===== src/verilog/rmoc_pkg.sv =====
package rmoc_pkg;
	// clock and bus turnaround timing
	localparam int CLK_PERIOD_NS = 10;
	localparam int TURN_NS = 15;
	localparam int SLOW_EXTRA_NS = 60;
	localparam int TURN_CYC = (TURN_NS + CLK_PERIOD_NS - 1) / CLK_PERIOD_NS;
	localparam int SLOW_CYC = (TURN_NS + SLOW_EXTRA_NS + CLK_PERIOD_NS - 1)
		/ CLK_PERIOD_NS;
	localparam int TURN_W = 4;

	// register byte offsets
	localparam logic [3:0] REG_CONFIG = 4'h0;
	localparam logic [3:0] REG_MODE = 4'h4;

	// config register fields
	localparam int CFG_REFILL = 0;
	localparam int CFG_SLOW = 1;
	localparam int CFG_FPIDX_LO = 2;
	localparam int CFG_LOCK = 5;
	localparam logic [2:0] CFG_FPIDX_RST = 3'h3;
	localparam logic CFG_SLOW_RST = 1'b0;
	localparam logic CFG_LOCK_RST = 1'b0;

	// mode register fields
	localparam int MODE_ENH_BIT = 8;

	// mode vector pin positions; a low level at reset selects the option
	localparam int PIN_BYTE_ORDER = 0;
	localparam int PIN_REFILL = 1;
	localparam int PIN_TRISTATE = 2;
	localparam int PIN_COH_DMA = 3;
	localparam int PIN_CLK_1X = 4;
	localparam int PIN_HALF_BUS = 5;
	localparam int NPINS = 6;
	localparam logic [5:0] PINS_IDLE = 6'h3F;
endpackage


===== src/verilog/rmoc_top.sv =====
`timescale 1ns/1ps
// What this block does
// - options are chosen at reset by sampling levels on interrupt pins
// - a tri-state option floats the device for board testing
// - a byte-order option picks big or little endian
// - a refill option picks one-word or four-word data cache refill
// - enhanced variant lets software rewrite refill size; reset value first
// - coherent DMA option enables the enhanced coherency interface
// - 1x clock option says input clock equals core frequency
// - half-frequency option runs the external bus at half core rate
// - read then write may turn the bus in 15 ns at 100 MHz
// - enhanced variant has a config bit lengthening bus turnaround
// - enhanced variant feeds FP exceptions onto one interrupt, pin ignored
// - enhanced variant takes coprocessor condition internally, ignores pin
// - slow-bus bit at 1 adds extra turnaround time
// - refill bit at 1 selects a four-word refill
module rmoc_top
	import rmoc_pkg::*;
#(
	parameter bit P_ENHANCED = 1'b1
) (
	input wire logic i_mclk,
	input wire logic i_resetn,
	input wire logic [NPINS-1:0] i_int_pin,
	input wire logic i_coproc_one_condition_input,
	input wire logic i_fp_exception,
	input wire logic i_fp_compare_result,
	input wire logic i_bus_read_end,
	input wire logic i_bus_write_req,
	input wire logic [3:0] i_avs_address,
	input wire logic i_avs_read,
	input wire logic i_avs_write,
	input wire logic [31:0] i_avs_writedata,
	input wire logic [3:0] i_avs_byteenable,
	output logic [31:0] o_avs_readdata,
	output logic o_avs_waitrequest,
	output logic [NPINS-1:0] o_core_int,
	output logic o_cp1_cond,
	output logic o_bus_write_grant,
	output logic o_bus_float,
	output logic o_byte_order_select,
	output logic o_data_refill_size_bit,
	output logic o_coherent_dma_en,
	output logic o_clock_1x,
	output logic o_half_bus,
	output logic o_slow_bus
);
	logic [NPINS-1:0] levels;
	logic refill_q;
	logic slow_q;
	logic lock_q;
	logic [2:0] fpidx_q;
	logic ack_q;
	logic [31:0] rdata_q;
	logic [31:0] rdata_d;
	logic [NPINS-1:0] core_int_q;
	logic [NPINS-1:0] core_int_d;
	logic cp1_q;
	logic [TURN_W-1:0] turn_q;
	logic req;
	logic cfg_wr;

	// reset-time capture and decode of the mode vector
	rmoc_capture #(
		.P_ENHANCED(P_ENHANCED)
	) u_capture (
		.i_mclk(i_mclk),
		.i_resetn(i_resetn),
		.i_int_pin(i_int_pin),
		.o_levels(levels),
		.o_bus_float(o_bus_float),
		.o_byte_order_select(o_byte_order_select),
		.o_coherent_dma_en(o_coherent_dma_en),
		.o_clock_1x(o_clock_1x),
		.o_half_bus(o_half_bus)
	);

	// builds the config word as software sees it
	function automatic logic [31:0] cfg_word(input logic refill,
		input logic slow, input logic [2:0] fpidx, input logic lock);
		logic [31:0] w;
		w = 32'h0000_0000;
		w[CFG_REFILL] = refill;
		w[CFG_SLOW] = slow;
		w[CFG_FPIDX_LO +: 3] = fpidx;
		w[CFG_LOCK] = lock;
		return w;
	endfunction

	// one wait state on every access keeps the decode off the bus path
	assign req = i_avs_read | i_avs_write;
	assign o_avs_waitrequest = req & ~ack_q;
	assign cfg_wr = i_avs_write & ack_q & (i_avs_address == REG_CONFIG)
		& i_avs_byteenable[0] & P_ENHANCED & ~lock_q;

	always_ff @(posedge i_mclk) begin
		if (!i_resetn) begin
			ack_q <= 1'b0;
		end else begin
			ack_q <= req & ~ack_q;
		end
	end

	// read decode; base variant has no config register and reads zero
	always_comb begin
		rdata_d = 32'h0000_0000;
		case (i_avs_address)
			REG_CONFIG: begin
				if (P_ENHANCED) begin
					rdata_d = cfg_word(refill_q, slow_q, fpidx_q, lock_q);
				end
			end
			REG_MODE: begin
				rdata_d[NPINS-1:0] = levels;
				rdata_d[MODE_ENH_BIT] = P_ENHANCED;
			end
			default: begin
				rdata_d = 32'h0000_0000;
			end
		endcase
	end

	// read data is loaded in the wait cycle so it stands at the answer
	always_ff @(posedge i_mclk) begin
		if (!i_resetn) begin
			rdata_q <= 32'h0000_0000;
		end else if (i_avs_read & ~ack_q) begin
			rdata_q <= rdata_d;
		end
	end
	assign o_avs_readdata = rdata_q;

	// refill size starts from the strap; software may change it in the enhanced variant only
	always_ff @(posedge i_mclk) begin
		if (!i_resetn) begin
			refill_q <= ~i_int_pin[PIN_REFILL];
		end else if (cfg_wr) begin
			refill_q <= i_avs_writedata[CFG_REFILL];
		end
	end
	assign o_data_refill_size_bit = refill_q;

	// remaining config fields; lock stops all later writes
	always_ff @(posedge i_mclk) begin
		if (!i_resetn) begin
			slow_q <= CFG_SLOW_RST;
			fpidx_q <= CFG_FPIDX_RST;
			lock_q <= CFG_LOCK_RST;
		end else if (cfg_wr) begin
			slow_q <= i_avs_writedata[CFG_SLOW];
			fpidx_q <= i_avs_writedata[CFG_FPIDX_LO +: 3];
			lock_q <= i_avs_writedata[CFG_LOCK];
		end
	end
	assign o_slow_bus = slow_q;

	// interrupts to the core: pins are active low, FP line is internal
	always_comb begin
		core_int_d = ~i_int_pin;
		if (P_ENHANCED && fpidx_q < 3'(NPINS)) begin
			core_int_d[fpidx_q] = i_fp_exception;
		end
	end

	// held clear in reset while the pins carry the mode vector
	always_ff @(posedge i_mclk) begin
		if (!i_resetn) begin
			core_int_q <= '0;
		end else begin
			core_int_q <= core_int_d;
		end
	end
	assign o_core_int = core_int_q;

	// coprocessor condition source
	always_ff @(posedge i_mclk) begin
		if (!i_resetn) begin
			cp1_q <= 1'b0;
		end else if (P_ENHANCED) begin
			cp1_q <= i_fp_compare_result;
		end else begin
			cp1_q <= i_coproc_one_condition_input;
		end
	end
	assign o_cp1_cond = cp1_q;

	// turnaround guard: after a read the write waits out the bus float
	always_ff @(posedge i_mclk) begin
		if (!i_resetn) begin
			turn_q <= '0;
		end else if (i_bus_read_end) begin
			if (slow_q) begin
				turn_q <= TURN_W'(SLOW_CYC);
			end else begin
				turn_q <= TURN_W'(TURN_CYC);
			end
		end else if (turn_q != '0) begin
			turn_q <= turn_q - 4'h1;
		end
	end
	assign o_bus_write_grant = i_bus_write_req & (turn_q == '0) &
		~i_bus_read_end;
endmodule


===== src/verilog/rmoc_capture.sv =====
`timescale 1ns/1ps
module rmoc_capture
	import rmoc_pkg::*;
#(
	parameter bit P_ENHANCED = 1'b1
) (
	input wire logic i_mclk,
	input wire logic i_resetn,
	input wire logic [NPINS-1:0] i_int_pin,
	output logic [NPINS-1:0] o_levels,
	output logic o_bus_float,
	output logic o_byte_order_select,
	output logic o_coherent_dma_en,
	output logic o_clock_1x,
	output logic o_half_bus
);
	logic [NPINS-1:0] levels_q;

	// holding flops follow the pins during reset, frozen at release
	always_ff @(posedge i_mclk) begin
		if (!i_resetn) begin
			levels_q <= i_int_pin;
		end
	end

	assign o_levels = levels_q;
	// base-variant boards tie the upper vectors high, so gating is harmless
	assign o_bus_float = ~levels_q[PIN_TRISTATE];
	assign o_byte_order_select = ~levels_q[PIN_BYTE_ORDER];
	assign o_coherent_dma_en = P_ENHANCED & ~levels_q[PIN_COH_DMA];
	assign o_clock_1x = P_ENHANCED & ~levels_q[PIN_CLK_1X];
	assign o_half_bus = P_ENHANCED & ~levels_q[PIN_HALF_BUS];
endmodule


===== config.mk =====
export PLATFORM = sky130hd
export DESIGN_NAME = rmoc_top
export DESIGN_NICKNAME = d
export VERILOG_FILES = /design/src/verilog/rmoc_pkg.sv /design/src/verilog/rmoc_top.sv /design/src/verilog/rmoc_capture.sv
export SDC_FILE = /design/constraint.sdc
export NUM_CORES = 1
export LEC_CHECK = 0
export BUFFER_PORTS_ARGS = -buffer_cell sky130_fd_sc_hd__buf_4
export CORE_MARGIN = 4
export CORE_UTILIZATION = 40
export DETAILED_ROUTE_END_ITERATION = 12
export PLACE_DENSITY = 0.77
export REMOVE_ABC_BUFFERS = 1
export SETUP_SLACK_MARGIN = 0.5
export SYNTH_ARGS = -nofsm -noshare
export SYNTH_HDL_FRONTEND = slang
export SYNTH_HIERARCHICAL = 1
export SYNTH_SLANG_ARGS = --single-unit

===== constraint.sdc =====
create_clock -name i_mclk -period 1.9 [get_ports i_mclk]
set_input_delay 0.19 -clock i_mclk [delete_from_list [all_inputs] [get_ports i_mclk]]
set_output_delay 0.19 -clock i_mclk [all_outputs]
set_load 0.1 [all_outputs]

## Word-level counts from Yosys, hierarchy flattened

Index checks and enable logic that the tools add are counted.

- Register bits after elaboration: 31

- Equality and inequality tests: 2
- Reductions and logical operators: 5
- Muxes and demuxes: 11
- $lt $le $gt $ge: 3
- Add/sub/neg operators: 1
- Bitwise operators: 19

Operators with widths:

| cell | count |
|---|---|
| 4-bit two-way mux | 3 |
| 6-bit case mux with 2 select lines | 1 |
| 1-bit inverter | 9 |
| 1-bit AND | 8 |
| 4-bit zero test | 2 |
| 6-bit bitwise mux | 1 |
| 6-bit two-way mux | 1 |
| 6-bit inverter | 1 |
| 4-bit by 3-bit equality test with 1-bit output, second input constant | 1 |
| 3-bit by 4-bit < comparator with 1-bit output, second input constant | 1 |
| 1-bit two-way mux | 4 |
| 4-bit nonzero test | 1 |
| 4-bit by 1-bit subtractor with 4-bit output, second input constant | 1 |
| 1-bit demux with 3-bit select | 1 |
| 3-bit by 1-bit greater-or-equal comparator with 1-bit output, second input constant | 1 |
| 3-bit < comparator, second input constant | 1 |
| 2-bit by 1-bit != test with 1-bit output, second input constant | 1 |
| 2-bit nonzero test | 1 |
| 1-bit logical AND | 1 |
| 1-bit bitwise OR | 1 |

## Logic depth before layout (Yosys ltp)

Gate-level depths: netlist (run 1).

- Depth in word-level cells: 6
- Mapped depth: 5
- Gate-level depth less buffers: 5

## By module

Netlist (run 1), hierarchy kept.

By module, submodules not included:

| module | cells each | times used | area an instance (um^2) | seq. area each (um^2) |
|---|---|---|---|---|
| rmoc_top | 144 | 1 | 1340.0 | 510.5 |
| rmoc_capture | 12 | 1 | 202.7 | 180.2 |

## Least setup slack after synthesis (run 1)

Ideal clock, no wire load.

- Kind: register -> register
- Start point: reg ack_q
- End point: reg ack_q
- Setup time: 66 ps
- Period minus slack after synthesis: 1897 ps
- Data arrival time: 1831 ps
- Path buffers: 0
- Setup slack: 3 ps
- Stages on the path, launching flop included: 3
- Required time: 1834 ps
- Cell sequence: dfxtp_1 > nor2_1 > and2_1

- Longest elaborated chain between the ends: 2

RTL lines:

| element | RTL line | source |
|---|---|---|
| from (decl) | rmoc_top.sv:53 | `logic ack_q;` |
| from (signal assigned) | rmoc_top.sv:100 | `ack_q <= req & ~ack_q;` |
| 1-bit inverter | -- |  |
| 1-bit AND | -- |  |
| via o_avs_waitrequest | rmoc_top.sv:36 | `output logic o_avs_waitrequest,` |

The timed path passes the listed nets, and every way through them passes these cells.
A chain may end at the register's enable or synchronous reset.

## Worst setup path after layout (run 1)

- Start point: reg turn_q[1]
- End point: out o_bus_write_grant

- Longest elaborated chain between the ends: 3

RTL lines:

| element | RTL line | source |
|---|---|---|
| from (decl) | rmoc_top.sv:59 | `logic [TURN_W-1:0] turn_q;` |
| from (signal assigned) | rmoc_top.sv:193 | `turn_q <= TURN_W'(SLOW_CYC);` |
| from (signal assigned) | rmoc_top.sv:195 | `turn_q <= TURN_W'(TURN_CYC);` |
| from (signal assigned) | rmoc_top.sv:198 | `turn_q <= turn_q - 4'h1;` |
| 4-bit zero test | rmoc_top.sv:201 | `assign o_bus_write_grant = i_bus_write_req & (turn_q == '0) &` |
| 1-bit AND (2 in series) | rmoc_top.sv:201 |  |
| to (decl) | rmoc_top.sv:39 | `output logic o_bus_write_grant,` |

No other way between the ends.

==> results of run 1 <==
## worst min path at each step
| stage | start | endpoint | slack (ns) |
|---|---|---|---|
| after floorplan | i_int_pin[0] | u_capture/o_levels[0] | 0.29 |
| after global placement | i_int_pin[3] | u_capture/o_levels[3] | 0.38 |
| after detailed placement | i_int_pin[3] | u_capture/o_levels[3] | 0.38 |
| after CTS | i_int_pin[3] | u_capture/o_levels[3] | 0.09 |
| after global routing | i_int_pin[3] | u_capture/o_levels[3] | 0.08 |
| final | i_int_pin[3] | u_capture/o_levels[3] | 0.10 |
## state kept, by name (all words and copies together) (netlist names), 3 cells and up
name                count
o_avs_readdata          7
u_capture/o_levels      6
turn_q                  4
o_core_int              6
fpidx_q                 3
## synth_stat cells, types with 3 or more instances
cell / number / area share, %
a211oi_1: 7 / 3.4
and2_1: 4 / 1.6
and3_1: 3 / 1.2
buf_4: 27 / 13
dfxtp_1: 24 / 31
edfxtp_1: 7 / 14
inv_1: 9 / 2.2
mux2i_1: 13 / 8.4
nand2_1: 10 / 2.4
nand2b_1: 4 / 1.6
nor2_1: 9 / 2.2
nor2b_1: 5 / 2.0
o21ai_0: 4 / 1.3
## worst register-to-register path, cell delays in order, from the launching register on
cell      delay (ns)
dfxtp_2         0.33
inv_2           0.04
ha_4            0.15
nor4b_4         0.13
buf_4           0.16
or3_1           0.30
a21boi_0        0.14
## power breakdown
group / internal [W] / switching, W
Clock: 0.000424 / 0.000231
Combinational: 0.000146 / 0.000528
Sequential: 0.000715 / 0.0000210
Total: 0.00128 / 0.000780
## what timing repair did
item | in CTS | in global routing
endpoints found under the setup margin | 1 | 2
resized for setup | 10 | 0
setup buffers | 4 | 1
pin swaps | 2 | 1
## metrics by stage
stage / instance area [µm²] / cells
after CTS: 1990 / 256
after global routing: 2000 / 257
final: 2000 / 257
after floorplan: 1390 / 148
after global placement: 1810 / 244
after detailed placement: 1810 / 244
## metal layers
metal,vias up,track usage (%),part of all wire [%],wire length [µm]
met5,-,0,0,0
met4,0,2.55,0.85,25
met3,4,6.62,9.0,264
met2,39,20.1,48,1400
met1,508,14.6,42,1240
li1,581,-,-,-
## logic make-up after synthesis
logic type,share of synthesized area [%]
simple gates,17.0
fa+ha+maj,0.811
mux,8.43
other cells,0.243
flops,44.8
buf+inv,17.7
xor+xnor,0.568
compound gates,10.5
## area by class of cell
cell class                 count  area [µm²]
sequential                    31         693
timing repair buffer          53         410
tap                           48        60.1
fill                         367        1690
clock buffer                   6        82.6
multi-input combinational    108         684
clock inverter                 2        35.0
inverter                       9        33.8
## cells in the final DEF, fill, tap and decap left out, types with 2 or more instances in the layout
cell type / count
a211oi_1: 7
a21boi_0: 2
and2_1: 3
and3_1: 3
buf_4: 52
clkbuf_8: 6
conb_1: 25
dfxtp_1: 22
dfxtp_2: 2
edfxtp_1: 7
inv_1: 7
inv_2: 2
mux2i_1: 13
nand2_1: 10
nand2b_1: 4
nand3b_1: 2
nor2_1: 9
nor2b_1: 5
nor3_1: 2
o211a_1: 2
o21ai_0: 4
o311a_1: 2
==> summary.md, run 1 <==
| Metric | Value |
|---|---|
| DP HPWL | 2.25 mm |
| 1st-iter DRT viols | 46 |
| IO buf count | 47 |
| CTS Hold Buffers Added | 0 |
| Post-synth EDFFs | 7 |
| Post-Place Setup Slack | approximately 0.36 ns |
| Pwr dens | just over 1000 nW/µm² |
| Clock-pin slew on the worst setup and hold paths | around 0.06 ns |
| Layout cells sized above 1 | 32.5% |
| Hold depth | 1 |
| Vert. Die Dim | 70.1 µm |
| RR Startpoint | turn_q[1] |
| DIE AREA | between 4000 and 5000 µm² |
| Slew Viols, Final | 0 |
| Static Leak | 0.945 nW |
| Syn Area/Cell | between 9 and 10 µm² |
| Post-route ant nets | 0 |
| Register area share after synthesis | 44.8% |
| Routability congestion estimate | 0.796 |
| VDD IR max | 0.713 mV |
| CTS buffer count | 5 |
| Setup crit end kind | output port |
| Mapped Cells | between 150 and 200 |
| Vias in the first global route | 1,097 |
| Synth async-reset ratio | 0% |
| Maxcap violations | 0 |
| Final worst slack | 0.343 ns |
| Mapped Area | 1540 µm² |
| Critical path class | flip-flop to output port |
| CP required | 1.71 ns |
| Critical path depth | 5 |
| GRT Util Overall | 12.4% |
| Ys flop type | dfxtp_1 |
| DR DRC count | 0 |
| Path depth of the worst reg2reg path | 6 |
| Period Utilization, post-route | about four fifths |
| Synthesis warning total | 6 |
| Longest Clk Path Bufs | 2 |
| CP max-delay cell | dfxtp_2 |
| CP bufs+invs | 2 |
| Hold Violations, Final | 0 |
| Clock Skew | 0.00392 ns |
| Largest net degree at the start of global routing | 29 |
| Initial core utilization | a little over two fifths |
| H-tree depth | 2 |
| CP startpoint | turn_q[1] |
| Number of cell rows | 22 |
| Final TNS setup | 0 ns |
| Reg-to-reg setup timing slack | ~0.59 ns |
| Crit path capture | o_bus_write_grant |
| Maximum fanout along the worst path | 2 |
| Root Driver | clkbuf_8 |
| Fmax | 642 MHz |
| Via-per-instance ratio | about 4.4 |
| Final Net Count | 264 |
| CP max stage delay | ~0.32 ns |
| Antenna Cells | 0 |
| Vias | around 1,100 |
| Final hold slack | between 0.1 and 0.15 ns |
| Tmin final | between 1.5 and 2 ns |
| Drt wl/cell | 11.4 µm |
| Worst path cell trace | inv_2 -> ha_4 -> nor4b_4 -> and2_4 -> buf_12 |
| First-pass GRT wire length | slightly below 5 mm |
| FF-to-FF End | turn_q[0] |
| Post-synth cell types | 36 |
| CTS tree | done |
| Overall power | 0.00207 W |
| I/O pin count | 103 |
| Clock sink count | 31 |
| Final core occ | between 50% and 60% |
| Hold Path Class | primary input to flip-flop |
| Die width | 70.1 µm |
| Outcome | complete, no violations |
| Area of the core | 3690 µm² |
| DRT Pass-1 Iters | 3 |
| Wirelength, routed | ~2.9 mm |
| Yosys reg bits | 31 |
| Clk Latency, worst-skew pair | 0.27 ns |
| CP startpoint kind | flip-flop |
| Arrival time of the worst setup path | roughly 1.4 ns |
| Synth-to-Final Area Change | 29.6% |
| RSZ-0062 raised after global routing | yes |
| Crit path max-delay family | simple AND/OR/NAND/NOR gates |
| # setup viols final | 0 |
| Antenna violations before repair | 0 |
| Total gr overflow | 0 |
Note: power is estimated with default switching activity, not from simulation.
==> run 2: changes to the inputs <==
- CORE_UTILIZATION: 40 -> 37
- PLACE_DENSITY: 0.77 -> 0.75
- clock period: 1.9 -> 1.4 ns (I/O delays scaled with it)
==> run 2 against run 1 <==
Against the previous run: the run now ends with negative setup slack left; clock power barely moved; total power rose by 37%; critical path depth did not move; critical path type unchanged; largest power group is now combinational cells.
==> summary.md, run 2 (synthesis results as in run 1) <==
| Metric | Value |
|---|---|
| Hold depth | 1 |
| DP HPWL | 2.27 mm |
| CTS buffer count | 5 |
| Maximum fanout along the worst path | 2 |
| Final Net Count | ~290 |
| # setup viols final | 1 |
| Vias | between 1,000 and 1,500 |
| Post-route ant nets | 0 |
| CP startpoint kind | flip-flop |
| Arrival time of the worst setup path | 1.35 ns |
| Storage element area | about 730 µm² |
| Number of cell rows | 23 |
| Tmin final | 1.49 ns |
| Fmax | around 670 MHz |
| GRT Util Overall | 15.2% |
| Max reg flops | 7 |
| Multi-input gate area | about 830 µm² |
| IO buf count | 47 |
| FF-to-FF End | turn_q[1] |
| Final core occ | 65.4% |
| RSZ-0062 raised after global routing | yes |
| Outcome | finished with violations |
| CTS Hold Buffers Added | 0 |
| Longest Clk Path Bufs | 2 |
| Static Leak | 1.17 nW |
| Routability congestion estimate | 0.784 |
| DRT Pass-1 Iters | 4 |
| DIE AREA | 5270 µm² |
| Die width | 72.6 µm |
| Antenna violations before repair | 0 |
| Critical path class | flip-flop to output port |
| Area post-placement | around 1900 µm² |
| Via-per-instance ratio | 4.55 |
| Final worst slack | -0.0894 ns |
| Reg-to-reg setup timing slack | 0.07 ns |
| Commonest cells after routing, fill and taps aside | 41 x buf_4, 25 x conb_1, 23 x buf_12 |
| Clock sink count | 31 |
| Hold-critical path endpoint | u_capture/o_levels[3] |
| DR DRC count | 0 |
| Clk Latency, worst-skew pair | between 0.2 and 0.3 ns |
| Clock-pin slew on the worst setup and hold paths | ~0.07 ns |
| Largest net degree at the start of global routing | 29 |
| Final hold slack | 0.0455 ns |
| First-pass GRT wire length | between 6 and 7 mm |
| Wirelength, routed | between 4 and 5 mm |
| Vias in the first global route | 1,329 |
| Root Driver | clkbuf_8 |
| Number of fill cells | 305 |
| Setup crit end kind | output port |
| Initial core utilization | 38.3% |
| Hold Path Class | primary input to flip-flop |
| Hold Violations, Final | 0 |
| Fin area | about 2600 µm² |
| Area of the core | 4030 µm² |
| VDD IR max | 0.612 mV |
| Clock Skew | between 0.01 and 0.015 ns |
| Failing checks | negative setup slack |
| Hold Startpoint | i_int_pin[3] |
| Layout cells sized above 1 | 59.5% |
| CTS tree | done |
| Post-Place Setup Slack | between 0.001 and 0.0015 ns |
| Commonest non-fill, non-tap cell in the layout | buf_4 |
| Total gr overflow | 0 |
| 1st-iter DRT viols | 62 |
| Path depth of the worst reg2reg path | 7 |
| Drt wl/cell | 14.5 µm |
| RR Startpoint | turn_q[0] |
| Maxcap violations | 0 |
| I/O pin count | 103 |
| Synth-to-Final Area Change | 70.7% |
| Pwr dens | 1070 nW/µm² |
| Vert. Die Dim | 72.6 µm |
| Period Utilization, post-route | 106% |
| CP required | 1.26 ns |
| H-tree depth | 2 |
| Slew Viols, Final | 0 |
| Antenna Cells | 0 |
## run 2: critical path, cell delays in order, from the launching register on
cell and delay (ns):
dfxtp_2 0.32, inv_2 0.06, ha_4 0.13, nor4b_4 0.21, and2_4 0.19, buf_12 0.16
## run 2: cell type report
class | instances | area share [%]
repair buffers | 75 | 34.0
multi-input cells | 109 | 31.4
flip-flops and latches | 31 | 27.8
clock buffers | 6 | 2.76
well taps | 50 | 2.38
inverters | 9 | 1.28
clock inverters | 2 | 0.333
## run 2: stage by stage
stage	TNS [ns]	cells	total power, W
final	-0.0894	282	0.00282
after global routing	-0.246	282	0.00294
after CTS	-0.122	272	0.00276
after detailed placement	0	252	0.00191
after global placement	0	252	0.00190
after floorplan	-1.31	148	0.00172
## run 2: layer usage
metal  wire (µm)  track usage (%)
met5           0                0
met4          59             5.53
met3         257             5.37
met2        2150             26.1
met1        1630             17.4
## run 2: timing repair
| action | 4_1_cts | 5_1_grt |
|---|---|---|
| gates resized for setup | 132 | 22 |
| pin swaps | 16 | 11 |
| setup buffers | 11 | 10 |
| setup endpoints to repair | 46 | 46 |
| cloned | 1 | 0 |
## run 2: report_power, final
part / internal (W) / total [W] / switching, W
combinational: 0.000372 / 0.00115 / 0.000780
clock: 0.000341 / 0.000654 / 0.000313
sequential: 0.000968 / 0.00102 / 0.0000482
total: 0.00168 / 0.00282 / 0.00114
## run 2: how the worst max path moves through the flow
stage                     cells after the start           endpoint  slack [ns]      start
after global routing                          5  o_bus_write_grant       -0.20  turn_q[0]
after detailed placement                      5  o_bus_write_grant       0.001  turn_q[1]
after floorplan                               2              ack_q       -0.50      ack_q
after global placement                        5  o_bus_write_grant        0.02  turn_q[1]
after CTS                                     5  o_bus_write_grant       -0.12  turn_q[1]
final                                         5  o_bus_write_grant       -0.09  turn_q[0]
==> run 3: changes to the inputs <==
- RECOVER_POWER: unset -> 25
==> run 3 against run 2 <==
Against the previous run: the run still ends with negative setup slack left; non-clock buffer count did not move; wire length is essentially flat; total power down 0.12%; critical path type unchanged; critical endpoint unchanged.
==> summary.md, run 3 (synthesis results as in run 1) <==
| Metric | Value |
|---|---|
| CP startpoint | turn_q[0] |
| Clock Skew | 0.0110 ns |
| Final Net Count | 287 |
| Relative slew slack | 20.0% |
| Finished Layout Cells | ~280 |
| Hold Violations, Final | 0 |
| CP max stage delay | 0.32 ns |
| Period Utilization, post-route | 107% |
| Crit path capture | o_bus_write_grant |
| Arrival time of the worst setup path | about 1.4 ns |
| Cell total after placement | 252 |
| Final worst slack | -0.0915 ns |
| Post-Place Setup Slack | between 0.001 and 0.0015 ns |
| Largest net degree at the start of global routing | 29 |
| Setup crit end kind | output port |
| CP bufs+invs | 2 |
| Post-route ant nets | 0 |
| Vias in the first global route | 1,329 |
| Failing checks | negative setup slack |
| Vias | between 1,000 and 1,500 |
| RSZ-0062 raised after global routing | yes |
| Fmax | 670 MHz |
| First-pass GRT wire length | 6.21 mm |
| Antenna Cells | 0 |
| Critical path depth | 5 |
| Clock-pin slew on the worst setup and hold paths | roughly 0.070 ns |
| Root Driver | clkbuf_8 |
| VDD IR max | 0.609 mV |
| Max reg flops | 7 |
| Die width | 72.6 µm |
| Wirelength, routed | 4.10 mm |
| CP required | 1.26 ns |
| Initial core utilization | 38.3% |
| Maxcap violations | 0 |
| FF-to-FF End | turn_q[1] |
| Least-Margin Pin Slew | 1.20 ns |
| Slew Viols, Final | 0 |
| Clk Latency, worst-skew pair | 0.28 ns |
| CP max-delay cell | dfxtp_2 |
| DR DRC count | 0 |
| Synth-to-Final Area Change | 70.0% |
| GRT Util Overall | 15.2% |
| Critical path class | flip-flop to output port |
| Static Leak | 1.16 nW |
| RR Startpoint | turn_q[0] |
| Outcome | finished with violations |
| Clock sink count | 31 |
| Antenna violations before repair | 0 |
| Commonest cells after routing, fill and taps aside | 34 x buf_4, 25 x conb_1, 23 x buf_12 |
| Tmin final | ~1.5 ns |
| H-tree depth | 2 |
| Commonest non-fill, non-tap cell in the layout | buf_4 |
| Layout cells sized above 1 | 58.2% |
| Total gr overflow | 0 |
| Reg-to-reg setup timing slack | 0.07 ns |
| Worst path cell trace | inv_2 -> ha_4 -> nor4b_4 -> and2_4 -> buf_12 |
| IO buf count | between 40 and 50 |
| CTS buffer count | 5 |
| I/O pin count | between 100 and 150 |
| 1st-iter DRT viols | 42 |
| Area of the core | 4030 µm² |
| CP startpoint kind | flip-flop |
| Maximum fanout along the worst path | 2 |
| DIE AREA | 5270 µm² |
| Vert. Die Dim | between 70 and 80 µm |
| Path depth of the worst reg2reg path | 7 |
| Longest Clk Path Bufs | 2 |
| Routability congestion estimate | 0.784 |
| Crit path max-delay family | simple AND/OR/NAND/NOR gates |
| Final hold slack | approximately 0.068 ns |
| Drt wl/cell | 14.5 µm |
| Via-per-instance ratio | 4.56 |
| DRT Pass-1 Iters | 3 |
| CTS Hold Buffers Added | 0 |
| CTS tree | done |
| # setup viols final | 7 |
| DP HPWL | 2.27 mm |
| Pwr dens | 1070 nW/µm² |
| Number of cell rows | 23 |
| Final TNS setup | -0.277 ns |
| Hold Path Class | primary input to flip-flop |
-- run 3: final cells by class --
class | instances | area, µm²
clock buffer | 6 | 72.6
clock inverter | 2 | 8.76
sequential | 31 | 732
multi-input combinational | 109 | 828
timing repair buffer | 75 | 885
inverter | 9 | 33.8
tap | 50 | 62.6
fill | 308 | 1410
-- run 3: how the worst min path moves through the flow --
stage	to	cells past startpoint	startpoint	slack, ns
2_1_floorplan	u_capture/o_levels[0]	0	i_int_pin[0]	0.24
4_1_cts	u_capture/o_levels[2]	1	i_int_pin[2]	0.03
3_5_place_dp	u_capture/o_levels[2]	1	i_int_pin[2]	0.33
3_3_place_gp	u_capture/o_levels[3]	1	i_int_pin[3]	0.33
6_report	u_capture/o_levels[3]	1	i_int_pin[3]	0.07
5_1_grt	u_capture/o_levels[2]	1	i_int_pin[2]	0.05
-- run 3: metal layers --
layer / vias up / part of all wire [%] / global-route usage, %
met4: 0 / 1.9 / 5.53
met1: 596 / 40 / 17.4
met3: 9 / 6.6 / 5.37
met2: 46 / 52 / 26.1
li1: 634 / - / -
met5: - / 0 / 0
-- run 3: repair_timing --
| item | CTS | global route |
|---|---|---|
| gates resized for setup | 132 | 22 |
| setup buffers | 11 | 10 |
| cloned | 1 | 0 |
| endpoints found under the setup margin | 46 | 46 |
| pin swaps | 16 | 11 |
-- run 3: where the power goes --
group	leakage, nW	internal [W]	total, W	switching [W]
Combinational	0.840	0.000368	0.00115	0.000779
Sequential	0.274	0.000968	0.00102	0.0000482
Clock	0.0426	0.000341	0.000654	0.000314
Total	1.16	0.00168	0.00282	0.00114
-- run 3: metrics by stage --
| step | power (W) | cell area (µm²) | util, % |
|---|---|---|---|
| final | 0.00282 | 2620 | 65.1 |
| after global routing | 0.00293 | 2620 | 65.1 |
| after CTS | 0.00276 | 2490 | 61.8 |
| after detailed placement | 0.00191 | 1860 | 46.2 |
| after global placement | 0.00190 | 1860 | 46.2 |
| after floorplan | 0.00172 | 1390 | - |
